### config.mk
export PLATFORM = sky130hd
export DESIGN_NAME = nuc_ctrl
export DESIGN_NICKNAME = d
export VERILOG_FILES = /design/src/logic/nuc_pkg.sv /design/src/logic/nuc_ctrl.sv /design/src/logic/nuc_reg8.sv /design/src/logic/nuc_unlock.sv
export SDC_FILE = /design/constraint.sdc
export NUM_CORES = 1
export LEC_CHECK = 0
export BUFFER_PORTS_ARGS = -buffer_cell sky130_fd_sc_hd__buf_2
export CAP_MARGIN = 15
export CORE_ASPECT_RATIO = 0.75
export CORE_UTILIZATION = 35
export CTS_BUF_LIST = sky130_fd_sc_hd__clkbuf_16
export CTS_CLUSTER_DIAMETER = 100
export DETAILED_ROUTE_END_ITERATION = 10
export PLACE_DENSITY = 0.67
export SLEW_MARGIN = 15
export SYNTH_ARGS = -nofsm -noshare
export SYNTH_HDL_FRONTEND = slang
export SYNTH_HIERARCHICAL = 1
export SYNTH_SLANG_ARGS = --single-unit
### constraint.sdc
create_clock -name clock -period 2.75 [get_ports clock]
set_input_delay 0.55 -clock clock [delete_from_list [all_inputs] [get_ports clock]]
set_output_delay 0.55 -clock clock [all_outputs]
set_load 0.05 [all_outputs]
### src/logic/nuc_pkg.sv
package nuc_pkg;

   // Byte offsets of the register words on the AXI4-Lite bus
   localparam logic [4:0] OFS_CONTROL_STATUS = 5'h00;
   localparam logic [4:0] OFS_UNLOCK_KEY = 5'h04;
   localparam logic [4:0] OFS_ADDRESS_LOW = 5'h08;
   localparam logic [4:0] OFS_ADDRESS_HIGH = 5'h0c;
   localparam logic [4:0] OFS_DATA_LOW = 5'h10;
   localparam logic [4:0] OFS_DATA_HIGH = 5'h14;

   // Bit positions in the control and status byte
   localparam int BIT_FLASH_SPACE = 7;
   localparam int BIT_CONFIG_SPACE = 6;
   localparam int BIT_LATCH_ONLY = 5;
   localparam int BIT_ERASE_ENABLE = 4;
   localparam int BIT_WRITE_FAULT = 3;
   localparam int BIT_WRITE_ENABLE = 2;
   localparam int BIT_WRITE_START = 1;
   localparam int BIT_READ_START = 0;

   // Unlock key bytes, in the order they must arrive
   localparam logic [7:0] KEY_FIRST = 8'h55;
   localparam logic [7:0] KEY_SECOND = 8'haa;

   // Implemented bits and forced bits of the holding registers
   localparam logic [7:0] ADDR_HIGH_WMASK = 8'h7f;
   localparam logic [7:0] ADDR_HIGH_ONES = 8'h80;
   localparam logic [7:0] DATA_HIGH_WMASK = 8'h3f;
   localparam logic [7:0] FULL_WMASK = 8'hff;
   localparam logic [7:0] NO_ONES = 8'h00;

   // Values after reset
   localparam logic [7:0] RESET_BYTE = 8'h00;

   // AXI response codes
   localparam logic [1:0] RESP_OKAY = 2'h0;
   localparam logic [1:0] RESP_SLVERR = 2'h2;

   // Operation handed to the memory arrays
   typedef enum logic [1:0] {
      NUC_OP_READ,
      NUC_OP_WRITE,
      NUC_OP_ERASE,
      NUC_OP_LATCH
   } nuc_op_t;

endpackage

### src/logic/nuc_ctrl.sv
`timescale 1ns/1ns
// Summary of operation
// - Unlock key register stores nothing
// - Erase enable selects erase outside data space, cleared after
// - Address high top bit reads one
// - Data high upper two bits read zero
// - Address low gives address bits 7:0
// - Address high gives bits 14:8
// - Data bytes carry program word bits
module nuc_ctrl (
   input wire logic clock,
   input wire logic sys_rst,
   // AXI4-Lite write address
   input wire logic [4:0] s_axi_awaddr,
   input wire logic s_axi_awvalid,
   output logic s_axi_awready,
   // AXI4-Lite write data
   input wire logic [31:0] s_axi_wdata,
   input wire logic [3:0] s_axi_wstrb,
   input wire logic s_axi_wvalid,
   output logic s_axi_wready,
   // AXI4-Lite write response
   output logic [1:0] s_axi_bresp,
   output logic s_axi_bvalid,
   input wire logic s_axi_bready,
   // AXI4-Lite read address
   input wire logic [4:0] s_axi_araddr,
   input wire logic s_axi_arvalid,
   output logic s_axi_arready,
   // AXI4-Lite read data
   output logic [31:0] s_axi_rdata,
   output logic [1:0] s_axi_rresp,
   output logic s_axi_rvalid,
   input wire logic s_axi_rready,
   // Memory array request
   output logic mem_req,
   output nuc_pkg::nuc_op_t mem_op,
   output logic mem_flash,
   output logic mem_config,
   output logic [14:0] mem_addr,
   output logic [13:0] mem_wdata,
   // Memory array completion
   input wire logic mem_done,
   input wire logic [13:0] mem_rdata
);

   // Captured write address and data
   logic aw_got;
   logic w_got;
   logic [4:0] aw_addr;
   logic [7:0] w_byte;
   logic w_lane0;
   // Write applied this cycle
   logic wr_fire;
   logic wr_mapped;
   // Per-register write strobes
   logic we_ctrl;
   logic we_key;
   logic we_other;
   logic we_al;
   logic we_ah;
   logic we_dl;
   logic we_dh;
   // Control and status bits
   logic flash_space_select;
   logic config_space_select;
   logic latch_only_load;
   logic erase_enable;
   logic write_fault_flag;
   logic write_enable_bit;
   logic write_start;
   logic read_start;
   logic [7:0] ctrl_read;
   // Unlock detector output
   logic unlock_armed;
   // Holding register read values
   logic [7:0] nvm_address_low;
   logic [7:0] nvm_address_high;
   logic [7:0] nvm_data_low;
   logic [7:0] nvm_data_high;
   // Start decisions for this write
   logic start_write;
   logic refuse_write;
   logic start_read;
   // Read completion loads the data bytes
   logic read_done;
   logic [7:0] rd_byte;
   logic rd_mapped;

   assign wr_fire = aw_got && w_got && !s_axi_bvalid;
   assign wr_mapped = (aw_addr <= nuc_pkg::OFS_DATA_HIGH)
                      && (aw_addr[1:0] == 2'h0);
   assign we_ctrl = wr_fire && w_lane0
                    && (aw_addr == nuc_pkg::OFS_CONTROL_STATUS);
   assign we_key = wr_fire && w_lane0
                   && (aw_addr == nuc_pkg::OFS_UNLOCK_KEY);
   assign we_other = wr_fire && !we_key;
   assign we_al = wr_fire && w_lane0
                  && (aw_addr == nuc_pkg::OFS_ADDRESS_LOW);
   assign we_ah = wr_fire && w_lane0
                  && (aw_addr == nuc_pkg::OFS_ADDRESS_HIGH);
   assign we_dl = wr_fire && w_lane0
                  && (aw_addr == nuc_pkg::OFS_DATA_LOW);
   assign we_dh = wr_fire && w_lane0
                  && (aw_addr == nuc_pkg::OFS_DATA_HIGH);

   // Write address channel, one outstanding
   always_ff @(posedge clock or posedge sys_rst) begin
      if (sys_rst) begin
         aw_got <= 1'b0;
         aw_addr <= 5'h00;
         s_axi_awready <= 1'b0;
      end else if (s_axi_awvalid && s_axi_awready) begin
         aw_got <= 1'b1;
         aw_addr <= s_axi_awaddr;
         s_axi_awready <= 1'b0;
      end else if (wr_fire) begin
         aw_got <= 1'b0;
      end else if (!aw_got && !s_axi_bvalid) begin
         // Reopen only once the response has gone
         s_axi_awready <= 1'b1;
      end
   end

   // Write data channel, taken independently of the address
   always_ff @(posedge clock or posedge sys_rst) begin
      if (sys_rst) begin
         w_got <= 1'b0;
         w_byte <= 8'h00;
         w_lane0 <= 1'b0;
         s_axi_wready <= 1'b0;
      end else if (s_axi_wvalid && s_axi_wready) begin
         w_got <= 1'b1;
         w_byte <= s_axi_wdata[7:0];
         w_lane0 <= s_axi_wstrb[0];
         s_axi_wready <= 1'b0;
      end else if (wr_fire) begin
         w_got <= 1'b0;
      end else if (!w_got && !s_axi_bvalid) begin
         s_axi_wready <= 1'b1;
      end
   end

   // Write response follows both halves
   always_ff @(posedge clock or posedge sys_rst) begin
      if (sys_rst) begin
         s_axi_bvalid <= 1'b0;
         s_axi_bresp <= nuc_pkg::RESP_OKAY;
      end else if (wr_fire) begin
         s_axi_bvalid <= 1'b1;
         s_axi_bresp <= wr_mapped ? nuc_pkg::RESP_OKAY
                                  : nuc_pkg::RESP_SLVERR;
      end else if (s_axi_bready) begin
         s_axi_bvalid <= 1'b0;
      end
   end

   // Key writes feed the detector only
   nuc_unlock u_unlock (
      .clock(clock),
      .sys_rst(sys_rst),
      .key_write(we_key),
      .key_value(w_byte),
      .other_write(we_other),
      .armed(unlock_armed)
   );

   // Start only with enable and unlock
   assign start_write = we_ctrl && w_byte[nuc_pkg::BIT_WRITE_START]
                        && !write_start && !read_start
                        && unlock_armed
                        && w_byte[nuc_pkg::BIT_WRITE_ENABLE];
   assign refuse_write = we_ctrl && w_byte[nuc_pkg::BIT_WRITE_START]
                         && !write_start && !start_write;
   // Read start is ignored while an operation runs
   assign start_read = we_ctrl && w_byte[nuc_pkg::BIT_READ_START]
                       && !write_start && !read_start && !start_write;
   assign read_done = read_start && mem_done;

   // Space selects and plain mode bits
   always_ff @(posedge clock or posedge sys_rst) begin
      if (sys_rst) begin
         flash_space_select <= 1'b0;
         config_space_select <= 1'b0;
         latch_only_load <= 1'b0;
         write_enable_bit <= 1'b0;
      end else if (we_ctrl) begin
         flash_space_select <= w_byte[nuc_pkg::BIT_FLASH_SPACE];
         config_space_select <= w_byte[nuc_pkg::BIT_CONFIG_SPACE];
         latch_only_load <= w_byte[nuc_pkg::BIT_LATCH_ONLY];
         write_enable_bit <= w_byte[nuc_pkg::BIT_WRITE_ENABLE];
      end
   end

   // Hardware clears erase enable after erase
   always_ff @(posedge clock or posedge sys_rst) begin
      if (sys_rst) begin
         erase_enable <= 1'b0;
      end else if (we_ctrl) begin
         erase_enable <= w_byte[nuc_pkg::BIT_ERASE_ENABLE];
      end else if (write_start && mem_done
                   && mem_op == nuc_pkg::NUC_OP_ERASE) begin
         erase_enable <= 1'b0;
      end
   end

   // Fault flag: a refused start sets it, set beats software clear
   always_ff @(posedge clock or posedge sys_rst) begin
      if (sys_rst) begin
         write_fault_flag <= 1'b0;
      end else if (refuse_write) begin
         write_fault_flag <= 1'b1;
      end else if (we_ctrl) begin
         write_fault_flag <= w_byte[nuc_pkg::BIT_WRITE_FAULT];
      end
   end

   // Start bits: software sets only, hardware clears on completion
   always_ff @(posedge clock or posedge sys_rst) begin
      if (sys_rst) begin
         write_start <= 1'b0;
         read_start <= 1'b0;
      end else begin
         if (start_write) begin
            write_start <= 1'b1;
         end else if (mem_done) begin
            write_start <= 1'b0;
         end
         if (start_read) begin
            read_start <= 1'b1;
         end else if (mem_done) begin
            read_start <= 1'b0;
         end
      end
   end

   assign ctrl_read = {flash_space_select, config_space_select,
                       latch_only_load, erase_enable, write_fault_flag,
                       write_enable_bit, write_start, read_start};

   nuc_reg8 #(
      .WMASK(nuc_pkg::FULL_WMASK),
      .ONES(nuc_pkg::NO_ONES)
   ) u_addr_low (
      .clock(clock),
      .sys_rst(sys_rst),
      .sw_we(we_al),
      .sw_data(w_byte),
      .hw_we(1'b0),
      .hw_data(8'h00),
      .value(nvm_address_low)
   );

   nuc_reg8 #(
      .WMASK(nuc_pkg::ADDR_HIGH_WMASK),
      .ONES(nuc_pkg::ADDR_HIGH_ONES)
   ) u_addr_high (
      .clock(clock),
      .sys_rst(sys_rst),
      .sw_we(we_ah),
      .sw_data(w_byte),
      .hw_we(1'b0),
      .hw_data(8'h00),
      .value(nvm_address_high)
   );

   // Low data byte, loaded by reads
   nuc_reg8 #(
      .WMASK(nuc_pkg::FULL_WMASK),
      .ONES(nuc_pkg::NO_ONES)
   ) u_data_low (
      .clock(clock),
      .sys_rst(sys_rst),
      .sw_we(we_dl),
      .sw_data(w_byte),
      .hw_we(read_done),
      .hw_data(mem_rdata[7:0]),
      .value(nvm_data_low)
   );

   // Six bits stored, upper two read zero
   nuc_reg8 #(
      .WMASK(nuc_pkg::DATA_HIGH_WMASK),
      .ONES(nuc_pkg::NO_ONES)
   ) u_data_high (
      .clock(clock),
      .sys_rst(sys_rst),
      .sw_we(we_dh),
      .sw_data(w_byte),
      .hw_we(read_done),
      .hw_data({2'h0, mem_rdata[13:8]}),
      .value(nvm_data_high)
   );

   // Memory request: one-cycle pulse, payload held until next start
   always_ff @(posedge clock or posedge sys_rst) begin
      if (sys_rst) begin
         mem_req <= 1'b0;
         mem_op <= nuc_pkg::NUC_OP_READ;
         mem_flash <= 1'b0;
         mem_config <= 1'b0;
         mem_addr <= 15'h0000;
         mem_wdata <= 14'h0000;
      end else begin
         mem_req <= start_write || start_read;
         if (start_write || start_read) begin
            // Modes come from the byte being written
            mem_flash <= w_byte[nuc_pkg::BIT_FLASH_SPACE];
            mem_config <= w_byte[nuc_pkg::BIT_CONFIG_SPACE];
            mem_addr <= {nvm_address_high[6:0], nvm_address_low};
            mem_wdata <= {nvm_data_high[5:0], nvm_data_low};
            if (start_read) begin
               mem_op <= nuc_pkg::NUC_OP_READ;
            // Erase when enabled outside data space
            end else if (w_byte[nuc_pkg::BIT_ERASE_ENABLE]
                         && (w_byte[nuc_pkg::BIT_CONFIG_SPACE]
                             || w_byte[nuc_pkg::BIT_FLASH_SPACE])) begin
               mem_op <= nuc_pkg::NUC_OP_ERASE;
            end else if (w_byte[nuc_pkg::BIT_LATCH_ONLY]
                         && !w_byte[nuc_pkg::BIT_CONFIG_SPACE]
                         && w_byte[nuc_pkg::BIT_FLASH_SPACE]) begin
               // Latch-only loads only fill the program latches
               mem_op <= nuc_pkg::NUC_OP_LATCH;
            end else begin
               mem_op <= nuc_pkg::NUC_OP_WRITE;
            end
         end
      end
   end

   // Read mux; the key word reads zero since nothing is stored
   always_comb begin
      rd_byte = 8'h00;
      rd_mapped = (s_axi_araddr[1:0] == 2'h0);
      case (s_axi_araddr)
         nuc_pkg::OFS_CONTROL_STATUS: rd_byte = ctrl_read;
         nuc_pkg::OFS_UNLOCK_KEY: rd_byte = 8'h00;
         nuc_pkg::OFS_ADDRESS_LOW: rd_byte = nvm_address_low;
         nuc_pkg::OFS_ADDRESS_HIGH: rd_byte = nvm_address_high;
         nuc_pkg::OFS_DATA_LOW: rd_byte = nvm_data_low;
         nuc_pkg::OFS_DATA_HIGH: rd_byte = nvm_data_high;
         default: rd_mapped = 1'b0;
      endcase
   end

   // Read channel: answer one cycle after the address is taken
   always_ff @(posedge clock or posedge sys_rst) begin
      if (sys_rst) begin
         s_axi_arready <= 1'b0;
         s_axi_rvalid <= 1'b0;
         s_axi_rdata <= 32'h00000000;
         s_axi_rresp <= nuc_pkg::RESP_OKAY;
      end else if (s_axi_arvalid && s_axi_arready) begin
         s_axi_arready <= 1'b0;
         s_axi_rvalid <= 1'b1;
         s_axi_rdata <= {24'h000000, rd_byte};
         s_axi_rresp <= rd_mapped ? nuc_pkg::RESP_OKAY
                                  : nuc_pkg::RESP_SLVERR;
      end else if (s_axi_rvalid) begin
         if (s_axi_rready) begin
            s_axi_rvalid <= 1'b0;
         end
      end else begin
         s_axi_arready <= 1'b1;
      end
   end

endmodule // nuc_ctrl

### src/logic/nuc_reg8.sv
`timescale 1ns/1ns
// Holding byte with software and hardware write ports
module nuc_reg8 #(
   parameter logic [7:0] WMASK = 8'hff,
   parameter logic [7:0] ONES = 8'h00
) (
   input wire logic clock,
   input wire logic sys_rst,
   input wire logic sw_we,
   input wire logic [7:0] sw_data,
   input wire logic hw_we,
   input wire logic [7:0] hw_data,
   output logic [7:0] value
);

   // Only implemented bits are stored
   logic [7:0] store;

   // Hardware load wins: it lands the result of a finished read
   always_ff @(posedge clock or posedge sys_rst) begin
      if (sys_rst) begin
         store <= nuc_pkg::RESET_BYTE;
      end else if (hw_we) begin
         store <= hw_data & WMASK;
      end else if (sw_we) begin
         store <= sw_data & WMASK;
      end
   end

   // Unimplemented bits read as the fixed pattern
   assign value = (store & WMASK) | ONES;

endmodule // nuc_reg8

### src/logic/nuc_unlock.sv
`timescale 1ns/1ns
// Two-byte unlock sequence detector, holds no register content
module nuc_unlock (
   input wire logic clock,
   input wire logic sys_rst,
   input wire logic key_write,
   input wire logic [7:0] key_value,
   input wire logic other_write,
   output logic armed
);

   typedef enum logic [1:0] {
      NUC_LOCKED,
      NUC_HALF,
      NUC_ARMED
   } nuc_lock_t;

   // Sequence position
   nuc_lock_t state;

   // Key bytes only steer this machine
   always_ff @(posedge clock or posedge sys_rst) begin
      if (sys_rst) begin
         state <= NUC_LOCKED;
      end else if (key_write) begin
         case (state)
            NUC_HALF: begin
               if (key_value == nuc_pkg::KEY_SECOND) begin
                  state <= NUC_ARMED;
               end else if (key_value == nuc_pkg::KEY_FIRST) begin
                  state <= NUC_HALF;
               end else begin
                  state <= NUC_LOCKED;
               end
            end
            // Any state restarts on a fresh first byte
            default: begin
               if (key_value == nuc_pkg::KEY_FIRST) begin
                  state <= NUC_HALF;
               end else begin
                  state <= NUC_LOCKED;
               end
            end
         endcase
      end else if (other_write) begin
         // Any other register write breaks the sequence
         state <= NUC_LOCKED;
      end
   end

   assign armed = (state == NUC_ARMED);

endmodule // nuc_unlock

==> summary by stage, run 1 <==
Worst setup path
The worst reg2reg path depth is 5. The startpoint-to-endpoint class of the critical path is flip-flop to flip-flop. In this design, the largest share of critical-path delay is due to simple AND/OR/NAND/NOR gates. The cell depth of the worst setup path is 5.

The slowest stage of the critical path is the sky130_fd_sc_hd__nor4_1 cell. The number of buffers and inverters on the critical path is 0. Of all nets on the critical path, the largest fanout is 10. Data on the critical path is required at its endpoint by 3030 ps. The type of element launching the critical path is a flip-flop.

STA puts the critical path data arrival time at 2470 ps. In this design, the critical path's most frequently occurring cell is sky130_fd_sc_hd__nor4_1. The nature of the critical path endpoint is a flip-flop. The delay contributed by the slowest stage of the critical path is 750 ps. The critical path goes through nand3b_2 > nor4_1 > nand2_1 > nor4_1 > a32o_1.

Clock network
The count of instances resized after the clock tree is built is 0. The CTS tree is built. Buffers inserted to repair hold after CTS numbered 0.

The master cell of the clock root buffer is sky130_fd_sc_hd__clkbuf_16. The number of buffers on the longest clock path is 2. Clock-pin slew was measured on the worst setup and hold paths at 70 ps. The number of buffers inserted during clock tree synthesis is 9. After clock tree synthesis, the setup repair step added 0 buffers.

The tree built by TritonCTS fans out to 104 sinks. The clock reaches the later pin of the worst-skew pair after 350 ps. The number of H-tree branching levels is 3.

Synth
The cell area after synthesis is 5071 µm². The synthesized netlist cell count is 429. The number of different library cells used by synthesis comes to 45. The most used flip-flop cell after synthesis is sky130_fd_sc_hd__dfrtp_1.

Counting flops and latches in the post-synthesis netlist gives 104. The sequential fraction of the synthesis area is 51.32%. The number of enable flip-flop cells after synthesis is 0. The Yosys step of the flow raised 6 warnings. Averaged over all synthesized cells, the footprint is 11.82 µm². For this run, asynchronously set or reset flops after synthesis account for 100.0%.

Die
The region available for standard cell placement spans 13930 µm². The area enclosed by the die boundary is 14980 µm². The initial core utilization is 36.39%. The floorplan has 37 rows. The floorplan step set the die width to 141.0 µm. In this run the count of I/O pins placed on the die edge is 143. The overall die height is 106.2 µm.

Timing
The number of pins exceeding their max-slew limit in the final report is 0. For the final database, setup skew stands at 9.311 ps. The max-slew headroom at the worst pin is 49.69%.

The count of final hold-check violations was 0. Setup repair after global routing left no endpoint under its margin. For the pin with the worst max-slew slack, the measured transition is 747.8 ps. The share of the clock period used by the worst path is 79.78%. Timing would allow up to 455.8 MHz. Setup violations remaining at the end of the flow were counted as 0. The setup TNS is 0 ps. The smallest clock period supported by the final layout is computed as 2194 ps.

Global routing
The first-pass GRT wire length is 19110 µm. The total global-route track usage is 16.87%. Entering global routing, the biggest net connects 44 pins.

The via count of the first global-routing pass is 3485. The number of antenna violations at the first check in global routing is 0. The global route total overflow is 0.

Layout
The repair_antennas step left the layout with diodes totalling 0. The count of filler cells inserted in the layout is 1349. Summing all flip-flop and latch instances after layout gives 2603 µm². The number of nets in the layout is 609. The top cell types in the final layout, fill and taps aside, are sky130_fd_sc_hd__dfrtp_1 (104), sky130_fd_sc_hd__buf_2 (89), sky130_fd_sc_hd__conb_1 (56). The library cell used most frequently in the layout, excluding fill and tap cells, is sky130_fd_sc_hd__dfrtp_1. The area of the multi-input gates is 2212 µm². Cells with a size suffix above 1 make up 30.28% of the layout. Relative to the synthesized area, the layout overhead comes to 16.41%.

Placed design
Detailed placement finished with a half-perimeter wire length of 8810 µm. At the end of routability-driven placement, the weighted congestion stood at 0.8084. The number of buffers inserted by port buffering is 89.

Detailed routing
The number of search-and-repair iterations in the first detailed-routing pass is 4. After the first detailed-routing iteration, the DRC count stood at 198. The number of remaining DRC errors is 0.

The vias after detailed routing is 3431. Wires add up to 11860 µm. Once detail routing completed, the nets flagged for antenna violations numbered 0. In the routed layout, each cell is associated on average with a via count of 4.636. The routed wirelength normalized by instance count is 16.02 µm.

Pwr
The completed layout was analyzed and its total power is 5608 µW. Summed over all cells, the static leakage comes to 0.002809 µW. The power per standard cell area is 950.0 nW/µm². Across the VDD grid, the largest voltage drop is 0.0003931 V.

Hold path
In this run the worst hold path is classified as primary input to asynchronous set/reset pin.

Flow run
The count of maximum capacitance violations is 0.

Outcome
The run finished with clean final reports.
final cells by class:
class / count / area share [%]
Sequential cell: 104 / 44.09
Multi-Input combinational cell: 316 / 37.47
Timing Repair Buffer: 96 / 9.072
Tap cell: 195 / 4.133
Clock buffer: 9 / 3.815
Inverter: 14 / 0.8902
Clock inverter: 6 / 0.5299
stage by stage:
step	cells	util [%]	hold slack (ps)	worst slack [ps]	area, µm²
after CTS	740	42.36	127.8	590.0	5903
after global placement	725	40.52	464.0	659.5	5647
final	740	42.36	138.7	556.1	5903
after global routing	740	42.36	130.9	379.6	5903
after detailed placement	725	40.52	470.6	596.0	5647
after floorplan	482	-	291.2	346.7	5270
worst paths after layout:
check / from / end / slack (ps)
min reg2reg: s_axi_bresp[1]$_DFFE_PP0P_ / s_axi_bresp[1]$_DFFE_PP0P_ / 480
max: s_axi_bvalid$_DFFE_PP0P_ / u_unlock/state[1]$_DFFE_PP0P_ / 560
max in group asynchronous: sys_rst / write_fault_flag$_DFFE_PP0P_ / 1680
min: sys_rst / u_unlock/state[0]$_DFFE_PP0P_ / 140
max reg2reg: s_axi_bvalid$_DFFE_PP0P_ / u_unlock/state[1]$_DFFE_PP0P_ / 560
min in group clock: s_axi_bready / s_axi_bvalid$_DFFE_PP0P_ / 380
synth_stat cells (3+ instances only):
cell / n / area, µm²
sky130_fd_sc_hd__o22ai_1: 10 / 62.56
sky130_fd_sc_hd__nand3_1: 4 / 20.02
sky130_fd_sc_hd__conb_1: 3 / 11.26
sky130_fd_sc_hd__nor2_1: 10 / 37.54
sky130_fd_sc_hd__mux2_2: 22 / 247.7
sky130_fd_sc_hd__a21oi_1: 8 / 40.04
sky130_fd_sc_hd__buf_6: 8 / 90.09
sky130_fd_sc_hd__nand3b_1: 3 / 22.52
sky130_fd_sc_hd__nand2_1: 49 / 183.9
sky130_fd_sc_hd__o21ai_1: 30 / 150.1
sky130_fd_sc_hd__dfrtp_1: 104 / 2603
sky130_fd_sc_hd__mux2_4: 27 / 405.4
sky130_fd_sc_hd__o21a_1: 5 / 37.54
sky130_fd_sc_hd__buf_4: 30 / 225.2
sky130_fd_sc_hd__inv_1: 14 / 52.55
sky130_fd_sc_hd__clkbuf_1: 5 / 18.77
sky130_fd_sc_hd__mux2i_1: 44 / 440.4
sky130_fd_sc_hd__buf_12: 3 / 60.06
sky130_fd_sc_hd__o21ai_0: 17 / 85.08
report_power, final:
group,leakage (µW),internal [µW],total (µW),switching (µW)
sequential,0.00133,1990,2570,582
clock,0.000131,598,1140,541
combinational,0.00135,678,1900,1220
total,0.00281,3260,5610,2350
layer usage:
layer  global-route usage, %  part of all wire [%]  vias to the layer above
li1                        -                     -                     1639
met1                   23.96                    47                     1683
met2                   25.52                    46                      105
met3                   4.189                   7.0                        4
met4                   4.503                  0.63                        0
met5                       0                     0                        -
worst register-to-register path, stage by stage, from the launching register on:
cell and delay (ps):
sky130_fd_sc_hd__dfrtp_1 430, sky130_fd_sc_hd__nand3b_2 420, sky130_fd_sc_hd__nor4_1 750, sky130_fd_sc_hd__nand2_1 110, sky130_fd_sc_hd__nor4_1 210, sky130_fd_sc_hd__a32o_1 210
flip-flops by register name (all words and copies together), names as in the netlist, 2 cells and up:
| signal | cells |
|---|---|
| u_unlock/state | 2 |
| w_byte | 8 |
| u_data_high/store | 6 |
| mem_addr | 15 |
| s_axi_rdata | 8 |
| u_addr_low/value | 8 |
| u_data_low/value | 8 |
| mem_wdata | 14 |
| u_addr_high/store | 7 |
| mem_op | 2 |
| aw_addr | 5 |
kinds of logic (layout without fill, tap and decap cells):
| group | after synthesis | in the layout | share of synthesized area [%] |
|---|---|---|---|
| and+or+nand+nor | 90 | 90 | 9.351 |
| muxes | 93 | 93 | 21.56 |
| buffers and inverters | 62 | 125 | 9.006 |
| other | 3 | 56 | 0.2220 |
| DFF | 104 | 104 | 51.32 |
| AOI/OAI and AO/OA | 77 | 77 | 8.537 |
Power figures use the tool's default switching activity.
==> inputs of run 2 (changes only) <==
==> constraint.sdc (replaced) <==
create_clock -name clock -period 2.2 [get_ports clock]
set_input_delay 0.44 -clock clock [delete_from_list [all_inputs] [get_ports clock]]
set_output_delay 0.44 -clock clock [all_outputs]
set_load 0.05 [all_outputs]
==> summary by stage, run 2 (synthesized netlist as in run 1, its figures left out) <==
Outcome
The flow ran to the end, and the final reports show no timing, DRC or antenna violations.

Clock network
The number of H-tree branching levels was 3 (unchanged). The CTS tree is built. The number of buffers inserted during clock tree synthesis came to 9 (unchanged).

The clock insertion delay at the later pin of the skew report came to 340 ps (about the same). The clock transition at the registers of the reported paths was 60 ps (about the same). The number of clock sinks seen by CTS is 104 (unchanged). The number of buffers inserted for hold repair after clock tree synthesis is 0 (unchanged). The number of buffers added for setup after CTS came to 0 (unchanged). The number of buffers on the longest clock path is 2 (unchanged). The count of instances resized after the clock tree is built is 0 (unchanged).

The tree is rooted in a sky130_fd_sc_hd__clkbuf_16.

Hold path
The worst min-delay path category is primary input to asynchronous set/reset pin.

Timing
The setup TNS was 0 ps (unchanged). The post-route minimum period was 2059 ps (-134.8 ps). The share of the clock period used by the worst path is 93.60% (+14 points).

The number of setup violations in the final report is 0 (unchanged). The number of pins exceeding their max-slew limit in the final report came to 0 (unchanged). The peak clock frequency supported by timing is 485.6 MHz (+6.5%). The final hold slack is 40.00 ps (-98.66 ps). The count of final hold-check violations is 0 (unchanged).

Setup repair after global routing left no endpoint under its margin. The final clock skew is 8.890 ps (-0.4206 ps).

Layout
The flip-flop count of the largest register, all copies and words added was 15 (unchanged). The fraction of layout cells with a size suffix above 1 came to 31.72% (+1.4 points). The area of the multi-input gates is 2212 µm² (unchanged). The area used by sequential logic in the layout is 2603 µm² (unchanged). The count of filler cells inserted in the layout came to 1319 (-2.2%). The area of all placed cells without fillers is 5996 µm² (+1.6%). In the layout the commonest cells are sky130_fd_sc_hd__dfrtp_1 (104), sky130_fd_sc_hd__buf_2 (89), sky130_fd_sc_hd__conb_1 (56).

Relative to the synthesized area, the layout overhead comes to 18.23%. The core occupancy in the finished layout is 43.03% (+0.66 points). The largest registers in the layout are mem_addr x15, mem_wdata x14. The number of nets in the layout was 621 (+2.0%). Counting flops per register, the top entry is mem_addr. The count of non-filler cells in the finished layout is 753 (+1.8%). The number of diodes added for antenna fixing is 0 (unchanged). Leaving out fill and tap cells, the most frequent cell in the layout is sky130_fd_sc_hd__dfrtp_1.

Worst setup path
The top fanout value on the critical path is 13 (+3). The worst setup path is captured at a flip-flop. The worst reg2reg path depth is 5 (unchanged). In this run the critical register-to-register path is launched from aw_addr[1]$_DFFE_PP0P_. The arrival time at the worst endpoint was 2280 ps (-190 ps).

The launching element of the worst setup path is aw_addr[1]$_DFFE_PP0P_. The startpoint-to-endpoint class of the critical path is flip-flop to flip-flop. The worst register-to-register path ends at mem_addr[13]$_DFFE_PP0P_. STA classifies the critical path startpoint as a flip-flop. The reg2reg setup slack was 140 ps (-420 ps). The critical path data required time is 2420 ps (-610 ps).

Placed design
The placed cell area is 5715 µm² (+1.2%). The total half-perimeter wirelength after legalization and detailed placement is 9237 µm (+4.8%). The final weighted congestion in routability-driven placement was 0.8088 (about the same).

The number of buffers inserted by port buffering is 89 (unchanged). The total placed cells including tap cells is 737 (+1.7%).

Pwr
The leakage power summed over all cells is 0.002873 µW (+2.3%). The largest vdd supply drop came to 0.0005559 V (+41%). The power per standard cell area is 1200 nW/µm² (+26%).

Die
The initial core utilization is 36.39% (unchanged). The I/O pin count is 143 (unchanged). The floorplan core area came to 13930 µm² (unchanged). The number of placement rows is 37 (unchanged).

The die width came to 141.0 µm (unchanged). The overall die height is 106.2 µm (unchanged). The area enclosed by the die boundary was 14980 µm² (unchanged).

Global routing
The global route total overflow is 0 (unchanged). The via count of the first global-routing pass came to 3651 (+4.8%). The number of antenna violations at the first check in global routing was 0 (unchanged).

The maximum number of pins on one net before global-route repair is 29 (-34%). The first-pass GRT wire length was 19670 µm (+2.9%). The total global-route track usage is 17.42% (+0.55 points).

Detailed routing
The number of search-and-repair iterations in the first detailed-routing pass is 5 (+1). The remaining antenna violation count is 0 (unchanged). The routed wirelength normalized by instance count came to 16.11 µm (+0.52%). The DRC marker count from the first detailed-route iteration was 198 (unchanged). The final wirelength came to 12130 µm (+2.3%). The detailed-route vias per instance is 4.691 (+1.2%). The vias after detailed routing is 3532 (+2.9%). The number of remaining DRC errors came to 0 (unchanged).

Flow run
The count of maximum capacitance violations is 0 (unchanged).
[run 2: how the worst max path moves through the flow]
stage	cells after the start	to	slack, ps
floorplan	6	mem_addr[0]$_DFFE_PP0P_	20
global route	7	u_data_low/value[1]$_DFFE_PP0P_	20
detailed placement	5	mem_addr[13]$_DFFE_PP0P_	160
global placement	5	mem_addr[12]$_DFFE_PP0P_	190
CTS	5	mem_addr[13]$_DFFE_PP0P_	140
finish	5	mem_addr[13]$_DFFE_PP0P_	140
[run 2: critical path, stage by stage (launching register included)]
cell and delay [ps]:
sky130_fd_sc_hd__dfrtp_1 400, sky130_fd_sc_hd__or3b_1 440, sky130_fd_sc_hd__nor4_4 300, sky130_fd_sc_hd__o21a_2 220, sky130_fd_sc_hd__buf_4 250, sky130_fd_sc_hd__mux2_4 320
[run 2: metrics by stage]
stage | setup WS (ps) | total power, µW
3_5_place_dp | 158.6 | 5702
5_1_grt | 20.26 | 7577
6_report | 140.9 | 7193
3_3_place_gp | 194.4 | 5622
4_1_cts | 142.6 | 7237
2_1_floorplan | 18.06 | 4918
[run 2: area by class of cell]
class	count	share of cell area (%)
Sequential cell	104	43.41
Timing Repair Buffer	108	10.02
Inverter	14	0.9391
Multi-Input combinational cell	316	36.89
Clock buffer	9	3.756
Clock inverter	7	0.9182
Tap cell	195	4.069
[run 2: per-layer routing]
metal | track usage, % | part of all wire (%)
met5 | 0 | 0
met2 | 26.05 | 44
met4 | 4.425 | 1.2
met3 | 5.901 | 7.5
met1 | 24.07 | 47
[run 2: power breakdown]
group	internal, µW	switching (µW)	leakage (µW)	total, µW
logic	917	1650	0.00139	2570
clock network	862	661	0.000147	1520
registers	2480	614	0.00133	3100
